$ cat src/rio_regs.vh
`ifndef RIO_REGS_VH
`define RIO_REGS_VH

// register addresses as seen in the serial command byte
`define RIO_ADDR_W          7
`define RIO_ADDR_RESULT     7'h02
`define RIO_ADDR_IOCFG      7'h03

// reset values
`define RIO_RESULT_RST      16'h0000
`define RIO_IOCFG_RST       11'h000
`define RIO_WORD_ZERO       16'h0000

// io config field layout, bits 15..11 are reserved and read zero
`define RIO_IOCFG_BITS      11
`define RIO_IOCFG_PAD       5'h00
`define RIO_BIT_SYNC_CLR    10
`define RIO_INT_SEL_HI      9
`define RIO_INT_SEL_LO      8
`define RIO_GP_VAL_LO       4
`define RIO_GP_DIR_LO       0
`define RIO_GP_PINS         5
`define RIO_GP_ROUTE_PIN    0
`define RIO_GP_INT_PIN      2
`define RIO_GP_STBY_PIN     4

// interrupt routing codes
`define RIO_ROUTE_INT       2'h0
`define RIO_ROUTE_CLK       2'h1
`define RIO_ROUTE_GP0       2'h2
`define RIO_ROUTE_DOUT      2'h3

// serial frame: 8 command bits then 16 data bits, msb first
`define RIO_SPI_CNT_W       5
`define RIO_SPI_CNT_ZERO    5'h00
`define RIO_SPI_CNT_ONE     5'h01
`define RIO_SPI_CMD_LAST    5'h07
`define RIO_SPI_CMD_BITS    5'h08
`define RIO_SPI_FRAME_LAST  5'h17
`define RIO_SPI_RD_BIT      7

`endif

$ cat src/rio_pin_ctrl.v
// Operation
// - latest 16-bit result held read-only, zero after reset
// - io config resets to zero: pins inputs, routing code 00
// - sync falling edge clears fifo only while flush enable is set
// - interrupt event is data-ready with fifo off, else fifo interrupt
// - code 00: interrupt pin, or data-out/ready on lead-frame package
// - code 01: event on clock pin, overriding clock output selection
// - code 10: event on gp pins 0 and 2, overriding their output control
// - code 11: data-ready on data-out pin, no fifo interrupt routed
// - value bits 7..4 drive gp pins 4..1 when set as outputs
// - direction bits 3..0 pick output (1) or input (0) for pins 4..1
// - standby indicator owns gp pin 4 above all other settings
// - interrupt routing owns gp pin 2 above its direction and value
`timescale 1ns/1ps
`default_nettype none
`include "rio_regs.vh"

module rio_pin_ctrl (
	input  wire        core_clk,             // main clock, 100 MHz
	input  wire        rst_n,                // async reset, active low
	input  wire        sclk,                 // serial clock pin
	input  wire        cs_n,                 // serial chip select pin, active low
	input  wire        mosi,                 // serial data in pin
	output wire        miso,                 // serial data out pin
	output wire        miso_oe,              // high while miso driven
	input  wire        sync_n,               // sync pin, active low
	input  wire        pkg_lead_frame,       // package strap, 1 = lead-frame
	input  wire        conv_done,            // pulse: conversion finished
	input  wire [15:0] conv_result,          // result, valid with conv_done
	input  wire        data_ready,           // data-ready level
	input  wire        fifo_en,              // fifo enabled level
	input  wire        fifo_irq,             // fifo interrupt level
	input  wire        standby_indicator_en, // standby indicator enable
	input  wire        standby_state,        // device in standby
	input  wire        clk_out_en,           // clock output selected
	input  wire        clk_src,              // clock to show on clock pin
	output reg         fifo_clear,           // pulse: clear fifo contents
	output reg         int_pin,              // dedicated interrupt pin
	output reg         dout_rdy_sel,         // data-out pin carries ready
	output reg         dout_rdy,             // ready level for data-out pin
	output reg         clk_pin_out,          // clock pin level
	output reg         clk_pin_oe,           // clock pin drive enable
	output wire        gp_pin0_out,          // gp pin 0 level
	output wire        gp_pin0_oe,           // gp pin 0 drive enable
	output wire        gp_pin1_out,          // gp pin 1 level
	output wire        gp_pin1_oe,           // gp pin 1 drive enable
	output wire        gp_pin2_out,          // gp pin 2 level
	output wire        gp_pin2_oe,           // gp pin 2 drive enable
	output wire        gp_pin3_out,          // gp pin 3 level
	output wire        gp_pin3_oe,           // gp pin 3 drive enable
	output wire        gp_pin4_out,          // gp pin 4 level
	output wire        gp_pin4_oe,           // gp pin 4 drive enable
	output wire [15:0] conversion_result_word, // result register contents
	output wire [15:0] pin_io_config         // io config register contents
);

	reg  [15:0]                result_q;
	reg  [`RIO_IOCFG_BITS-1:0] iocfg_q;
	reg  [1:0]                 sync_s;
	reg                        sync_prev_q;
	reg  [1:0]                 strap_s;
	reg                        strap_done_q;
	reg  [1:0]                 strap_fill_q;
	reg                        lead_frame_q;
	reg  [`RIO_GP_PINS-1:0]    gp_out_q;
	reg  [`RIO_GP_PINS-1:0]    gp_oe_q;
	reg  [15:0]                rd_word;
	wire [`RIO_ADDR_W-1:0]     reg_addr;
	wire                       wr_stb;
	wire [15:0]                wr_data;
	wire [1:0]                 route;
	wire                       irq_evt;
	wire                       sync_fall;
	wire [`RIO_GP_PINS-1:0]    gp_base_out;
	wire [`RIO_GP_PINS-1:0]    gp_base_oe;

	// true when the routing field holds the given code
	function route_is;
		input [1:0] sel;
		input [1:0] code;
		begin
			route_is = (sel == code);
		end
	endfunction

	rio_spi_slave rio_spi_slave_inst (
		.core_clk (core_clk),
		.rst_n    (rst_n),
		.sclk     (sclk),
		.cs_n     (cs_n),
		.mosi     (mosi),
		.miso     (miso),
		.miso_oe  (miso_oe),
		.reg_addr (reg_addr),
		.wr_stb   (wr_stb),
		.wr_data  (wr_data),
		.rd_stb   (),
		.rd_data  (rd_word)
	);

	assign route                  = iocfg_q[`RIO_INT_SEL_HI:`RIO_INT_SEL_LO];
	assign conversion_result_word = result_q;
	assign pin_io_config          = {`RIO_IOCFG_PAD, iocfg_q};

	// register read mux, reserved bits and unmapped addresses read zero
	always @* begin
		case (reg_addr)
			`RIO_ADDR_RESULT: rd_word = result_q;
			`RIO_ADDR_IOCFG:  rd_word = {`RIO_IOCFG_PAD, iocfg_q};
			default:          rd_word = `RIO_WORD_ZERO;
		endcase
	end

	// result register, loaded whole at the end of each conversion
	always @(posedge core_clk or negedge rst_n) begin
		if (!rst_n)
			result_q <= `RIO_RESULT_RST;
		else if (conv_done)
			result_q <= conv_result;
	end

	// io config register, only the defined low bits are writable
	always @(posedge core_clk or negedge rst_n) begin
		if (!rst_n)
			iocfg_q <= `RIO_IOCFG_RST;
		else if (wr_stb && reg_addr == `RIO_ADDR_IOCFG)
			iocfg_q <= wr_data[`RIO_IOCFG_BITS-1:0];
	end

	// sync pin synchroniser and falling-edge detector
	always @(posedge core_clk or negedge rst_n) begin
		if (!rst_n) begin
			sync_s      <= 2'h3;
			sync_prev_q <= 1'b1;
		end else begin
			sync_s      <= {sync_s[0], sync_n};
			sync_prev_q <= sync_s[1];
		end
	end

	assign sync_fall = sync_prev_q & ~sync_s[1];

	// fifo clear pulse, gated by the flush enable bit
	always @(posedge core_clk or negedge rst_n) begin
		if (!rst_n)
			fifo_clear <= 1'b0;
		else
			fifo_clear <= sync_fall & iocfg_q[`RIO_BIT_SYNC_CLR];
	end

	// package strap, synchronised then caught once after reset release
	always @(posedge core_clk or negedge rst_n) begin
		if (!rst_n) begin
			strap_s      <= 2'h0;
			strap_fill_q <= 2'h0;
			strap_done_q <= 1'b0;
			lead_frame_q <= 1'b0;
		end else begin
			strap_s      <= {strap_s[0], pkg_lead_frame};
			strap_fill_q <= {strap_fill_q[0], 1'b1};
			// wait until the synchroniser holds a real pin sample, not its reset value
			if (strap_fill_q[1] && !strap_done_q) begin
				strap_done_q <= 1'b1;
				lead_frame_q <= strap_s[1];
			end
		end
	end

	// interrupt event source
	assign irq_evt = fifo_en ? fifo_irq : data_ready;

	// interrupt and data-out ready routing
	always @(posedge core_clk or negedge rst_n) begin
		if (!rst_n) begin
			int_pin      <= 1'b0;
			dout_rdy_sel <= 1'b0;
			dout_rdy     <= 1'b0;
		end else begin
			int_pin      <= 1'b0;
			dout_rdy_sel <= 1'b0;
			dout_rdy     <= 1'b0;
			if (route_is(route, `RIO_ROUTE_INT)) begin
				if (lead_frame_q) begin
					dout_rdy_sel <= 1'b1;
					dout_rdy     <= data_ready;
				end else begin
					int_pin <= irq_evt;
				end
			end else if (route_is(route, `RIO_ROUTE_DOUT)) begin
				dout_rdy_sel <= 1'b1;
				dout_rdy     <= data_ready;
			end
		end
	end

	// clock pin: interrupt routing overrides the clock output selection
	always @(posedge core_clk or negedge rst_n) begin
		if (!rst_n) begin
			clk_pin_out <= 1'b0;
			clk_pin_oe  <= 1'b0;
		end else if (route_is(route, `RIO_ROUTE_CLK)) begin
			clk_pin_out <= irq_evt;
			clk_pin_oe  <= 1'b1;
		end else begin
			clk_pin_out <= clk_src & clk_out_en;
			clk_pin_oe  <= clk_out_en;
		end
	end

	// plain value and direction for pins 1..4, pin 0 has none
	assign gp_base_out[`RIO_GP_ROUTE_PIN] = 1'b0;
	assign gp_base_oe[`RIO_GP_ROUTE_PIN]  = 1'b0;
	genvar gi;
	generate
		for (gi = 1; gi < `RIO_GP_PINS; gi = gi + 1) begin : g_gp
			assign gp_base_oe[gi]  = iocfg_q[`RIO_GP_DIR_LO + gi - 1];
			assign gp_base_out[gi] = iocfg_q[`RIO_GP_VAL_LO + gi - 1] &
			                         iocfg_q[`RIO_GP_DIR_LO + gi - 1];
		end
	endgenerate

	// gp pin outputs with overrides applied, registered
	always @(posedge core_clk or negedge rst_n) begin
		if (!rst_n) begin
			gp_out_q <= {`RIO_GP_PINS{1'b0}};
			gp_oe_q  <= {`RIO_GP_PINS{1'b0}};
		end else begin
			gp_out_q <= gp_base_out;
			gp_oe_q  <= gp_base_oe;
			if (route_is(route, `RIO_ROUTE_GP0)) begin
				gp_out_q[`RIO_GP_ROUTE_PIN] <= irq_evt;
				gp_oe_q[`RIO_GP_ROUTE_PIN]  <= 1'b1;
				gp_out_q[`RIO_GP_INT_PIN]   <= irq_evt;
				gp_oe_q[`RIO_GP_INT_PIN]    <= 1'b1;
			end
			if (standby_indicator_en) begin
				gp_out_q[`RIO_GP_STBY_PIN] <= standby_state;
				gp_oe_q[`RIO_GP_STBY_PIN]  <= 1'b1;
			end
		end
	end

	assign gp_pin0_out = gp_out_q[0];
	assign gp_pin0_oe  = gp_oe_q[0];
	assign gp_pin1_out = gp_out_q[1];
	assign gp_pin1_oe  = gp_oe_q[1];
	assign gp_pin2_out = gp_out_q[2];
	assign gp_pin2_oe  = gp_oe_q[2];
	assign gp_pin3_out = gp_out_q[3];
	assign gp_pin3_oe  = gp_oe_q[3];
	assign gp_pin4_out = gp_out_q[4];
	assign gp_pin4_oe  = gp_oe_q[4];

endmodule
`default_nettype wire

$ cat src/rio_spi_slave.v
`timescale 1ns/1ps
`default_nettype none
`include "rio_regs.vh"

module rio_spi_slave (
	input  wire                   core_clk,  // main clock
	input  wire                   rst_n,     // async reset, active low
	input  wire                   sclk,      // serial clock pin
	input  wire                   cs_n,      // chip select pin, active low
	input  wire                   mosi,      // serial data in pin
	output wire                   miso,      // serial data out pin
	output wire                   miso_oe,   // high while miso is driven
	output reg  [`RIO_ADDR_W-1:0] reg_addr,  // address of current frame
	output reg                    wr_stb,    // one-cycle write strobe
	output reg  [15:0]            wr_data,   // write data, valid with wr_stb
	output reg                    rd_stb,    // one-cycle pulse when read word is taken
	input  wire [15:0]            rd_data    // read word for reg_addr
);

	reg [2:0]                sclk_s;
	reg [1:0]                cs_s;
	reg [1:0]                mosi_s;
	reg [`RIO_SPI_CNT_W-1:0] cnt_q;
	reg [15:0]               sh_in_q;
	reg [15:0]               sh_out_q;
	reg                      rd_q;
	reg                      load_q;

	wire sclk_rise = sclk_s[1] & ~sclk_s[2];
	wire sclk_fall = ~sclk_s[1] & sclk_s[2];
	wire sel       = ~cs_s[1];

	assign miso    = sh_out_q[15];
	assign miso_oe = sel & rd_q & (cnt_q >= `RIO_SPI_CMD_BITS);

	// pin synchronisers, stage 0 feeds only stage 1
	always @(posedge core_clk or negedge rst_n) begin
		if (!rst_n) begin
			sclk_s <= 3'h0;
			cs_s   <= 2'h3;
			mosi_s <= 2'h0;
		end else begin
			sclk_s <= {sclk_s[1:0], sclk};
			cs_s   <= {cs_s[0], cs_n};
			mosi_s <= {mosi_s[0], mosi};
		end
	end

	// frame shifter: sample on rising sclk, present on falling sclk
	always @(posedge core_clk or negedge rst_n) begin
		if (!rst_n) begin
			cnt_q    <= `RIO_SPI_CNT_ZERO;
			sh_in_q  <= `RIO_WORD_ZERO;
			sh_out_q <= `RIO_WORD_ZERO;
			rd_q     <= 1'b0;
			load_q   <= 1'b0;
			reg_addr <= {`RIO_ADDR_W{1'b0}};
			wr_stb   <= 1'b0;
			wr_data  <= `RIO_WORD_ZERO;
			rd_stb   <= 1'b0;
		end else begin
			wr_stb <= 1'b0;
			rd_stb <= 1'b0;
			load_q <= 1'b0;
			if (!sel) begin
				cnt_q <= `RIO_SPI_CNT_ZERO;
				rd_q  <= 1'b0;
			end else if (sclk_rise) begin
				sh_in_q <= {sh_in_q[14:0], mosi_s[1]};
				if (cnt_q != `RIO_SPI_FRAME_LAST + `RIO_SPI_CNT_ONE)
					cnt_q <= cnt_q + `RIO_SPI_CNT_ONE;
				if (cnt_q == `RIO_SPI_CMD_LAST) begin
					rd_q     <= sh_in_q[`RIO_SPI_RD_BIT-1];
					reg_addr <= {sh_in_q[`RIO_ADDR_W-2:0], mosi_s[1]};
					load_q   <= sh_in_q[`RIO_SPI_RD_BIT-1];
				end
				if (cnt_q == `RIO_SPI_FRAME_LAST && !rd_q) begin
					wr_stb  <= 1'b1;
					wr_data <= {sh_in_q[14:0], mosi_s[1]};
				end
			end else if (sclk_fall && cnt_q > `RIO_SPI_CMD_BITS) begin
				sh_out_q <= {sh_out_q[14:0], 1'b0};
			end
			// whole word captured in one cycle so a read is never torn
			if (load_q) begin
				sh_out_q <= rd_data;
				rd_stb   <= 1'b1;
			end
		end
	end

endmodule
`default_nettype wire

$ cat config.mk
export PLATFORM = sky130hd
export DESIGN_NAME = rio_pin_ctrl
export DESIGN_NICKNAME = d
export VERILOG_FILES = /design/src/rio_pin_ctrl.v /design/src/rio_spi_slave.v
export VERILOG_INCLUDE_DIRS = /design/src
export SDC_FILE = /design/constraint.sdc
export NUM_CORES = 1
export LEC_CHECK = 0
export ABC_AREA = 1
export BUFFER_PORTS_ARGS = -buffer_cell sky130_fd_sc_hd__clkbuf_2
export CAP_MARGIN = 20
export CELL_PAD_IN_SITES_DETAIL_PLACEMENT = 1
export CELL_PAD_IN_SITES_GLOBAL_PLACEMENT = 2
export CORE_AREA = 8 8 127 129
export CTS_CLUSTER_SIZE = 25
export DETAILED_ROUTE_END_ITERATION = 16
export DIE_AREA = 0 0 135 137
export PLACE_DENSITY_LB_ADDON = 0.1
export SLEW_MARGIN = 20
export SYNTH_ARGS = -nofsm -noshare
export SYNTH_HDL_FRONTEND = slang
export SYNTH_HIERARCHICAL = 1
export SYNTH_SLANG_ARGS = --single-unit
$ cat constraint.sdc
create_clock -name core_clk -period 3.2 [get_ports core_clk]
set_input_delay 0.32 -clock core_clk [delete_from_list [all_inputs] [get_ports core_clk]]
set_output_delay 0.32 -clock core_clk [all_outputs]
set_load 0.005 [all_outputs]
==> impl_metrics.csv, run 1 <==
group,metric,value,unit
sta,tns,0,ps
cts,numClockSinks,111,
sta,fin_crit,2017,ps
cts,numCtsBuffers,9,
route,postRouteAntennaNets,0,
sta,fmax,495.9,MHz
final_layout,area_growth,17.67,%
global_route,grt_pass1_vias,3758,
final_layout,antenna_cells,0,
cts,post_cts_buffers,0,
route,wl_per_cell,14.92,µm
worst_setup_path,worstSetupEndpointType,"flip-flop",
sta,clock-skew-final,6.446,ps
worst_setup_path,cp_slowest_cell,"nor3_2",
cts,cts_tree,"done",
cts,insertion_delay,350,ps
global_route,antenna_found_initial,0,
logic_synthesis,yosysWarnings,6,
route,via_per_inst,4.519,
die,fp.dieH,137,µm
cts,cts_buffer_depth,2,
worst_setup_path,slowest_delay,630,ps
cts,ctsHoldBuffers,0,
placed_design,port_buffers,75,
cts,clkTransAtPathRegs,70,ps
cts,cts_root_buffer,"clkbuf_16",
sta,final_hold_viol_count,0,
die,initial_utilization,33.10,%
final_layout,drive_gt1_share,25.47,%
logic_synthesis,syn-mean-instance-area,9.202,µm²
outcome,outcome,"completed",
worst_setup_path,cpMostUsedCell,"nand2_1",
sta,setup_viol,0,
logic_synthesis,syn_inst,511,
placed_design,hpwl,8.212,mm
route,first_iter_violations,200,
die,dieArea,18500,µm²
worst_setup_path,worstSetupPathType,"reg -> reg",
logic_synthesis,synth_area,4702,µm²
cts,cts_resized,0,
die,core,14200,µm²
sta,drv_slew,0,
worst_setup_path,path_max_fanout,12,
pwr,peakVddDrop,0.2721,mV
route,firstDrtPassIters,4,
final_layout,num-fill-cells,1685,
sta,max_slew_margin,36.83,%
sta,timing_worst_slew_pin_value,946.5,ps
worst_hold_path,hp-class,"in -> async",
final_layout,instances_no_fill,765,
placed_design,globalplace.congestion,0.7297,
sta,min_period_over_period,63.02,%
pwr,leakagePower,0.002904,µW
cts,cts_max_level,3,
die,rows,44,
placed_design,dp.cells,749,
worst_setup_path,start_kind,"flip-flop",
global_route,grt_max_degree,62,
route,vias,3457,
pwr,p_per_area,548.0,nW/µm²
final_layout,nNetsFinal,609,
global_route,grt_usage,13.12,%
job,drv_cap,0,
worst_setup_path,cp.arrival,2300,ps
die,die_w,135,µm
worst_setup_path,required,3480,ps
global_route,grt_overflow,0,
route,drc,0,
global_route,grt_pass1_wl,19.22,mm
sta,rsz0062_at_grt,"false",
route,drt_wl_total,11.42,mm
die,boundaryPins,81,
worst_setup_path,crit_chain,"inv_2, nand2_1, nor3_2, nand2_1, nor2_1, nand2_1, nand2_1, nand2_1, nand2_1",
per-stage QoR:
stage / total power [µW] / instance area, µm² / worst slack, ps / utilization [%] / hold slack [ps]
5_1_grt: 3180 / 5533 / 877.6 / 38.95 / 26.61
2_1_floorplan: 1635 / 4717 / 1852 / - / 24.41
4_1_cts: 3100 / 5533 / 1170 / 38.95 / 25.50
3_3_place_gp: 1748 / 5176 / 1207 / 36.44 / 334.1
6_report: 3032 / 5533 / 1183 / 38.95 / 17.68
3_5_place_dp: 1757 / 5176 / 1201 / 36.44 / 335.6
where the power goes:
group	internal, µW	leakage (µW)	total (µW)	switching (µW)
Sequential	1480	0.00146	1510	39.2
Combinational	76.7	0.00127	204	127
Clock	808	0.000176	1310	506
Total	2360	0.00290	3030	672
state kept, by name, summed over array words and instances, names as in the netlist, 2 cells and up:
name and cells:
rio_spi_slave_inst/wr_data 11, rio_spi_slave_inst/reg_addr 7, rio_spi_slave_inst/sh_out_q 16, rio_spi_slave_inst/sh_in_q 10
iocfg_q 11, strap_fill_q 2, rio_spi_slave_inst/cnt_q 5, rio_spi_slave_inst/mosi_s 2
rio_spi_slave_inst/cs_s 2, sync_s 2, rio_spi_slave_inst/sclk_s 3, conversion_result_word 16
gp_oe_q 5, gp_out_q 5, strap_s 2
final cells by class:
cell class | count | area (µm²) | area share [%]
flip-flops and latches | 111 | 2784 | 50.32
multi-input cells | 338 | 1614 | 29.17
clock buffers | 11 | 252.7 | 4.568
inverters | 40 | 150.1 | 2.714
clock inverters | 5 | 103.9 | 1.877
well taps | 184 | 230.2 | 4.161
repair buffers | 76 | 397.9 | 7.191
critical path, delay by kind of cell, from the launching register on:
| family | cells | cell delay [ps] |
|---|---|---|
| flops | 1 | 410 |
| buf+inv | 1 | 50 |
| simple gates | 8 | 1500 |
path summary, 6_finish.rpt:
kind                                                start  slack (ps)                               to  cells after the start
setup / recovery           rio_spi_slave_inst/reg_addr[2]        1180  rio_spi_slave_inst/sh_out_q[11]                      9
hold / removal                                      rst_n          20       conversion_result_word[14]                      1
setup reg to reg           rio_spi_slave_inst/reg_addr[2]        1180  rio_spi_slave_inst/sh_out_q[11]                      9
hold reg to reg                                strap_s[0]         350                       strap_s[1]                      0
max in group asynchronous                           rst_n        2370                        sync_s[0]                      2
min in group core_clk                                cs_n          50       rio_spi_slave_inst/cs_s[0]                      1
cells in the final DEF (no fill, tap or decap), types with 2 or more instances in the layout:
cell	count
nand2_1	185
dfrtp_1	106
clkbuf_2	74
nand3_1	53
inv_1	33
o21ai_0	24
nor2_1	17
o21ai_2	13
mux2_2	11
clkbuf_16	9
inv_2	7
nand2_2	6
nor2_2	6
conb_1	6
dfstp_2	5
or2_2	3
bufinv_16	3
nor3_2	2
o21ai_1	2
a21oi_1	2
clkbuf_8	2
nand2_4	2
ha_1	2
per-layer routing:
metal | global-route usage [%] | up-vias | wire, µm
met5 | 0 | - | 0
met4 | 5.552 | 0 | 193
met3 | 2.423 | 13 | 314
met2 | 22.03 | 35 | 5719
met1 | 16.27 | 1691 | 5189
li1 | - | 1718 | -
(Power assumes the default switching activity.)
==> inputs of run 2 (changes only) <==
ABC_AREA = 0   (was 1)
CORE_AREA = 8 8 130 132   (was 8 8 127 129)
DIE_AREA = 0 0 138 140   (was 0 0 135 137)
clock period = 1.66 ns   (was 3.2 ns; I/O delays follow)
==> impl_metrics.csv, run 2 <==
group,metric,value,unit
route,firstDrtPassIters,4,
worst_setup_path,worstSetupPathType,"reg -> reg",
die,core,14860,µm²
worst_setup_path,path_max_fanout,11,
sta,min_period_over_period,92.90,%
worst_setup_path,crit_chain,"and2b_1, nand4_4, buf_12, mux2_2",
final_layout,nNetsFinal,481,
outcome,outcome,"completed",
sta,rsz0062_at_grt,"false",
sta,tns,0,ps
cts,insertion_delay,350,ps
cts,numCtsBuffers,9,
worst_setup_path,start_kind,"flip-flop",
die,fp.dieH,140,µm
final_layout,area_growth,24.06,%
route,first_iter_violations,89,
die,dieArea,19320,µm²
job,drv_cap,0,
final_layout,layout_common_cells,"dfrtp_1, clkbuf_2, mux2_2",
logic_synthesis,yosysWarnings,6,
final_layout,antenna_cells,0,
die,boundaryPins,81,
worst_hold_path,hp-class,"in -> reg",
global_route,grt_overflow,0,
placed_design,hpwl,8.167,mm
global_route,antenna_found_initial,0,
worst_setup_path,cp_slowest_cell,"dfstp_2",
cts,clkTransAtPathRegs,70,ps
logic_synthesis,syn-mean-instance-area,13.13,µm²
worst_setup_path,required,1890,ps
worst_setup_path,cpLargestDelayFamily,"flip-flops",
final_layout,num-fill-cells,1625,
cts,cts_max_level,3,
die,initial_utilization,31.28,%
logic_synthesis,synth_area,4649,µm²
die,die_w,138,µm
pwr,leakagePower,0.002812,µW
cts,numClockSinks,111,
sta,final_hold_viol_count,0,
sta,setup_viol,0,
sta,drv_slew,0,
cts,cts_tree,"done",
worst_setup_path,cp.arrival,1770,ps
cts,cts_root_buffer,"clkbuf_16",
worst_setup_path,worstSetupEndpointType,"flip-flop",
global_route,grt_pass1_wl,19.09,mm
sta,holdWs,25.07,ps
die,rows,45,
cts,cts_buffer_depth,2,
route,via_per_inst,4.721,
route,vias,3026,
route,postRouteAntennaNets,0,
sta,clock-skew-final,5.535,ps
route,drc,0,
worst_setup_path,slowest_delay,560,ps
placed_design,port_buffers,75,
global_route,grt_usage,12.43,%
final_layout,drive_gt1_share,42.38,%
sta,fmax,648.5,MHz
pwr,p_total,5550,µW
worst_setup_path,path_buf_inv,1,
final_layout,mostFrequentLayoutCell,"dfrtp_1",
route,wl_per_cell,17.81,µm
pwr,p_per_area,962.2,nW/µm²
global_route,grt_pass1_vias,3292,
logic_synthesis,syn_inst,354,
route,drt_wl_total,11.41,mm
placed_design,globalplace.congestion,0.7474,
global_route,grt_max_degree,44,
pwr,peakVddDrop,0.5820,mV
sta,fin_crit,1542,ps
run 2: timing repair:
item	in CTS	in global routing
hold buffers	6	0
buffers inserted	0	2
endpoints found under the setup margin	0	32
resized for setup	0	8
hold endpoints to repair	21	0
run 2: report_power, final:
part           total [µW]  leakage [µW]  internal [µW]  switching [µW]
registers            3030       0.00145           2870             156
logic                 423       0.00122            231             192
clock network        2100      0.000146           1110             987
run 2: cell type report:
class                      instances  area [µm²]  area share [%]
timing repair buffer             105       705.7           12.23
clock buffer                      11       252.7           4.382
sequential                       111        2784           48.26
tap                              188       235.2           4.078
multi-input combinational        218        1739           30.15
inverter                           3       11.26          0.1952
clock inverter                     5       40.04          0.6941
run 2: path summary, 6_finish.rpt:
check / end / depth (start not counted) / start / slack, ps
worst max register to register: rio_spi_slave_inst/wr_data[3] / 4 / rio_spi_slave_inst/cs_s[1] / 120
worst min-delay path: clk_pin_oe / 2 / clk_out_en / 30
max in group asynchronous: rio_spi_slave_inst/cs_s[1] / 3 / rst_n / 800
worst min register to register: strap_fill_q[1] / 0 / strap_fill_q[0] / 350
worst max-delay path: rio_spi_slave_inst/wr_data[3] / 4 / rio_spi_slave_inst/cs_s[1] / 120
min in group asynchronous: conversion_result_word[5] / 2 / rst_n / 270
run 2: layer usage:
| metal | global-route usage, % | up-vias | routed length [µm] | part of all wire (%) |
|---|---|---|---|---|
| li1 | - | 1407 | - | - |
| met1 | 15.71 | 1546 | 5217 | 46 |
| met2 | 20.13 | 63 | 5604 | 49 |
| met3 | 3.820 | 10 | 478 | 4.2 |
| met4 | 3.432 | 0 | 114 | 1.0 |
| met5 | 0 | - | 0 | 0 |
run 2: through the flow:
step	cells	instance area (µm²)	setup slack (ps)	util (%)
after floorplan	358	4664	5.615	-
after CTS	639	5709	39.47	38.41
after global placement	617	5356	88.11	36.04
after global routing	641	5768	17.46	38.80
after detailed placement	617	5356	58.74	36.04
final	641	5768	117.9	38.80
==> inputs of run 3 (changes only) <==
CORE_AREA = 8 8 119 121   (was 8 8 130 132)
DIE_AREA = 0 0 127 129   (was 0 0 138 140)
clock period = 1.9 ns   (was 1.66 ns; I/O delays follow)
==> impl_metrics.csv, run 3 (same netlist as run 2, synthesis figures left out) <==
group,metric,value,unit
global_route,antenna_found_initial,0,
die,boundaryPins,81,
final_layout,nNetsFinal,470,
sta,setup_viol,0,
route,first_iter_violations,103,
final_layout,antenna_cells,0,
sta,timing_worst_slew_pin_value,599.7,ps
cts,post_cts_buffers,0,
sta,max_slew_margin,60.02,%
cts,ctsHoldBuffers,6,
cts,numClockSinks,111,
die,core,12310,µm²
pwr,p_per_area,891.2,nW/µm²
die,rows,41,
sta,tns,0,ps
die,die_w,127,µm
worst_setup_path,required,2140,ps
worst_hold_path,hp-class,"in -> reg",
sta,clock-skew-final,7.550,ps
placed_design,globalplace.congestion,0.7684,
die,dieArea,16380,µm²
cts,cts_buffer_depth,2,
sta,min_period_over_period,89.49,%
placed_design,port_buffers,75,
cts,cts_tree,"done",
global_route,gr-usage-met3,4.551,%
final_layout,layout_common_cells,"dfrtp_1, clkbuf_2, mux2_2",
cts,cts_max_level,3,
cts,numCtsBuffers,9,
global_route,grt_pass1_wl,18.46,mm
final_layout,design_area,5555,µm²
route,postRouteAntennaNets,0,
worst_setup_path,worstSetupEndpointType,"flip-flop",
cts,cts_root_buffer,"clkbuf_16",
worst_setup_path,worstSetupPathType,"reg -> reg",
final_layout,mostFrequentLayoutCell,"dfrtp_1",
route,vias,2988,
placed_design,hpwl,7.868,mm
placed_design,placed_area,5191,µm²
cts,cts_resized,0,
sta,fin_crit,1700,ps
route,via_per_inst,5.047,
global_route,grt_use_met2,23.94,%
global_route,grt_util_met1,18.13,%
final_layout,instances_no_fill,592,
outcome,outcome,"completed",
sta,rsz0062_at_grt,"false",
global_route,grt_pass1_vias,3313,
placed_design,dp.cells,570,
pwr,peakVddDrop,0.4072,mV
final_layout,drive_gt1_share,39.14,%
die,fp.dieH,129,µm
pwr,leakagePower,0.002730,µW
cts,insertion_delay,360,ps
global_route,grt_usage,14.76,%
worst_setup_path,start_kind,"flip-flop",
route,wl_per_cell,18.93,µm
sta,fmax,588.2,MHz
worst_setup_path,path_max_fanout,7,
die,initial_utilization,37.76,%
global_route,grt_overflow,0,
final_layout,area_growth,19.48,%
global_route,grt_max_degree,51,
sta,holdWs,38.48,ps
job,drv_cap,0,
global_route,grt-busiest-layer,"met2",
worst_setup_path,cp.arrival,1940,ps
route,drc,0,
sta,final_hold_viol_count,0,
cts,clkTransAtPathRegs,80,ps
sta,drv_slew,0,
route,drt_wl_total,11.21,mm
route,firstDrtPassIters,4,
run 3: changes by cell type in the layout (fill, tap and decap cells not counted), moves of 2 or more:
| cell | before | now |
|---|---|---|
| buf_4 | 18 | 12 |
| buf_12 | 7 | 2 |
| a31oi_1 | 12 | 15 |
| a31oi_2 | 3 | 0 |
| clkbuf_8 | 2 | 0 |
| clkinv_4 | 3 | 1 |
| nor3b_1 | 6 | 8 |
| nor3b_2 | 2 | 0 |
run 3: final cells by class:
class                           instances  area [µm²]
Clock buffer                           10       229.0
Clock inverter                          6       75.07
Fill cell                            1294        6756
Inverter                                3       11.26
Multi-Input combinational cell        218        1708
Sequential cell                       111        2784
Tap cell                              150       187.7
Timing Repair Buffer                   94       560.5
run 3: metal layers:
layer | vias to the layer above | routed length [µm]
met2 | 63 | 5414
met5 | - | 0
met1 | 1527 | 4969
met4 | 0 | 175
li1 | 1387 | -
met3 | 11 | 645
run 3: stage by stage:
step / utilization [%] / power [µW] / worst slack [ps]
CTS: 45.12 / 5039 / 189.9
global placement: 42.16 / 3035 / 236.9
floorplan: - / 2823 / 245.6
global route: 45.12 / 5172 / 108.5
detailed placement: 42.16 / 3053 / 212.8
finish: 45.12 / 4951 / 199.8
run 3: power by group:
| part | internal [µW] | switching (µW) |
|---|---|---|
| Sequential | 2510 | 144 |
| Clock | 1050 | 903 |
| Combinational | 190 | 160 |
run 3: path summary, 6_finish.rpt:
path                                             start                             end  slack (ps)  cells after the start
min                                         clk_out_en                      clk_pin_oe          40                      2
min in group asynchronous                        rst_n       conversion_result_word[8]         350                      2
max                        rio_spi_slave_inst/cnt_q[0]  rio_spi_slave_inst/reg_addr[0]         200                      4
max reg2reg                rio_spi_slave_inst/cnt_q[0]  rio_spi_slave_inst/reg_addr[0]         200                      4
min reg2reg                            strap_fill_q[0]                 strap_fill_q[1]         350                      0
max in group asynchronous                        rst_n      rio_spi_slave_inst/cs_s[1]         860                      3
run 3: worst max-delay path: stages (launching register included):
cell	delay [ps]
dfrtp_1	400
ha_1	290
and4bb_2	290
nand2_1	240
mux2_2	380
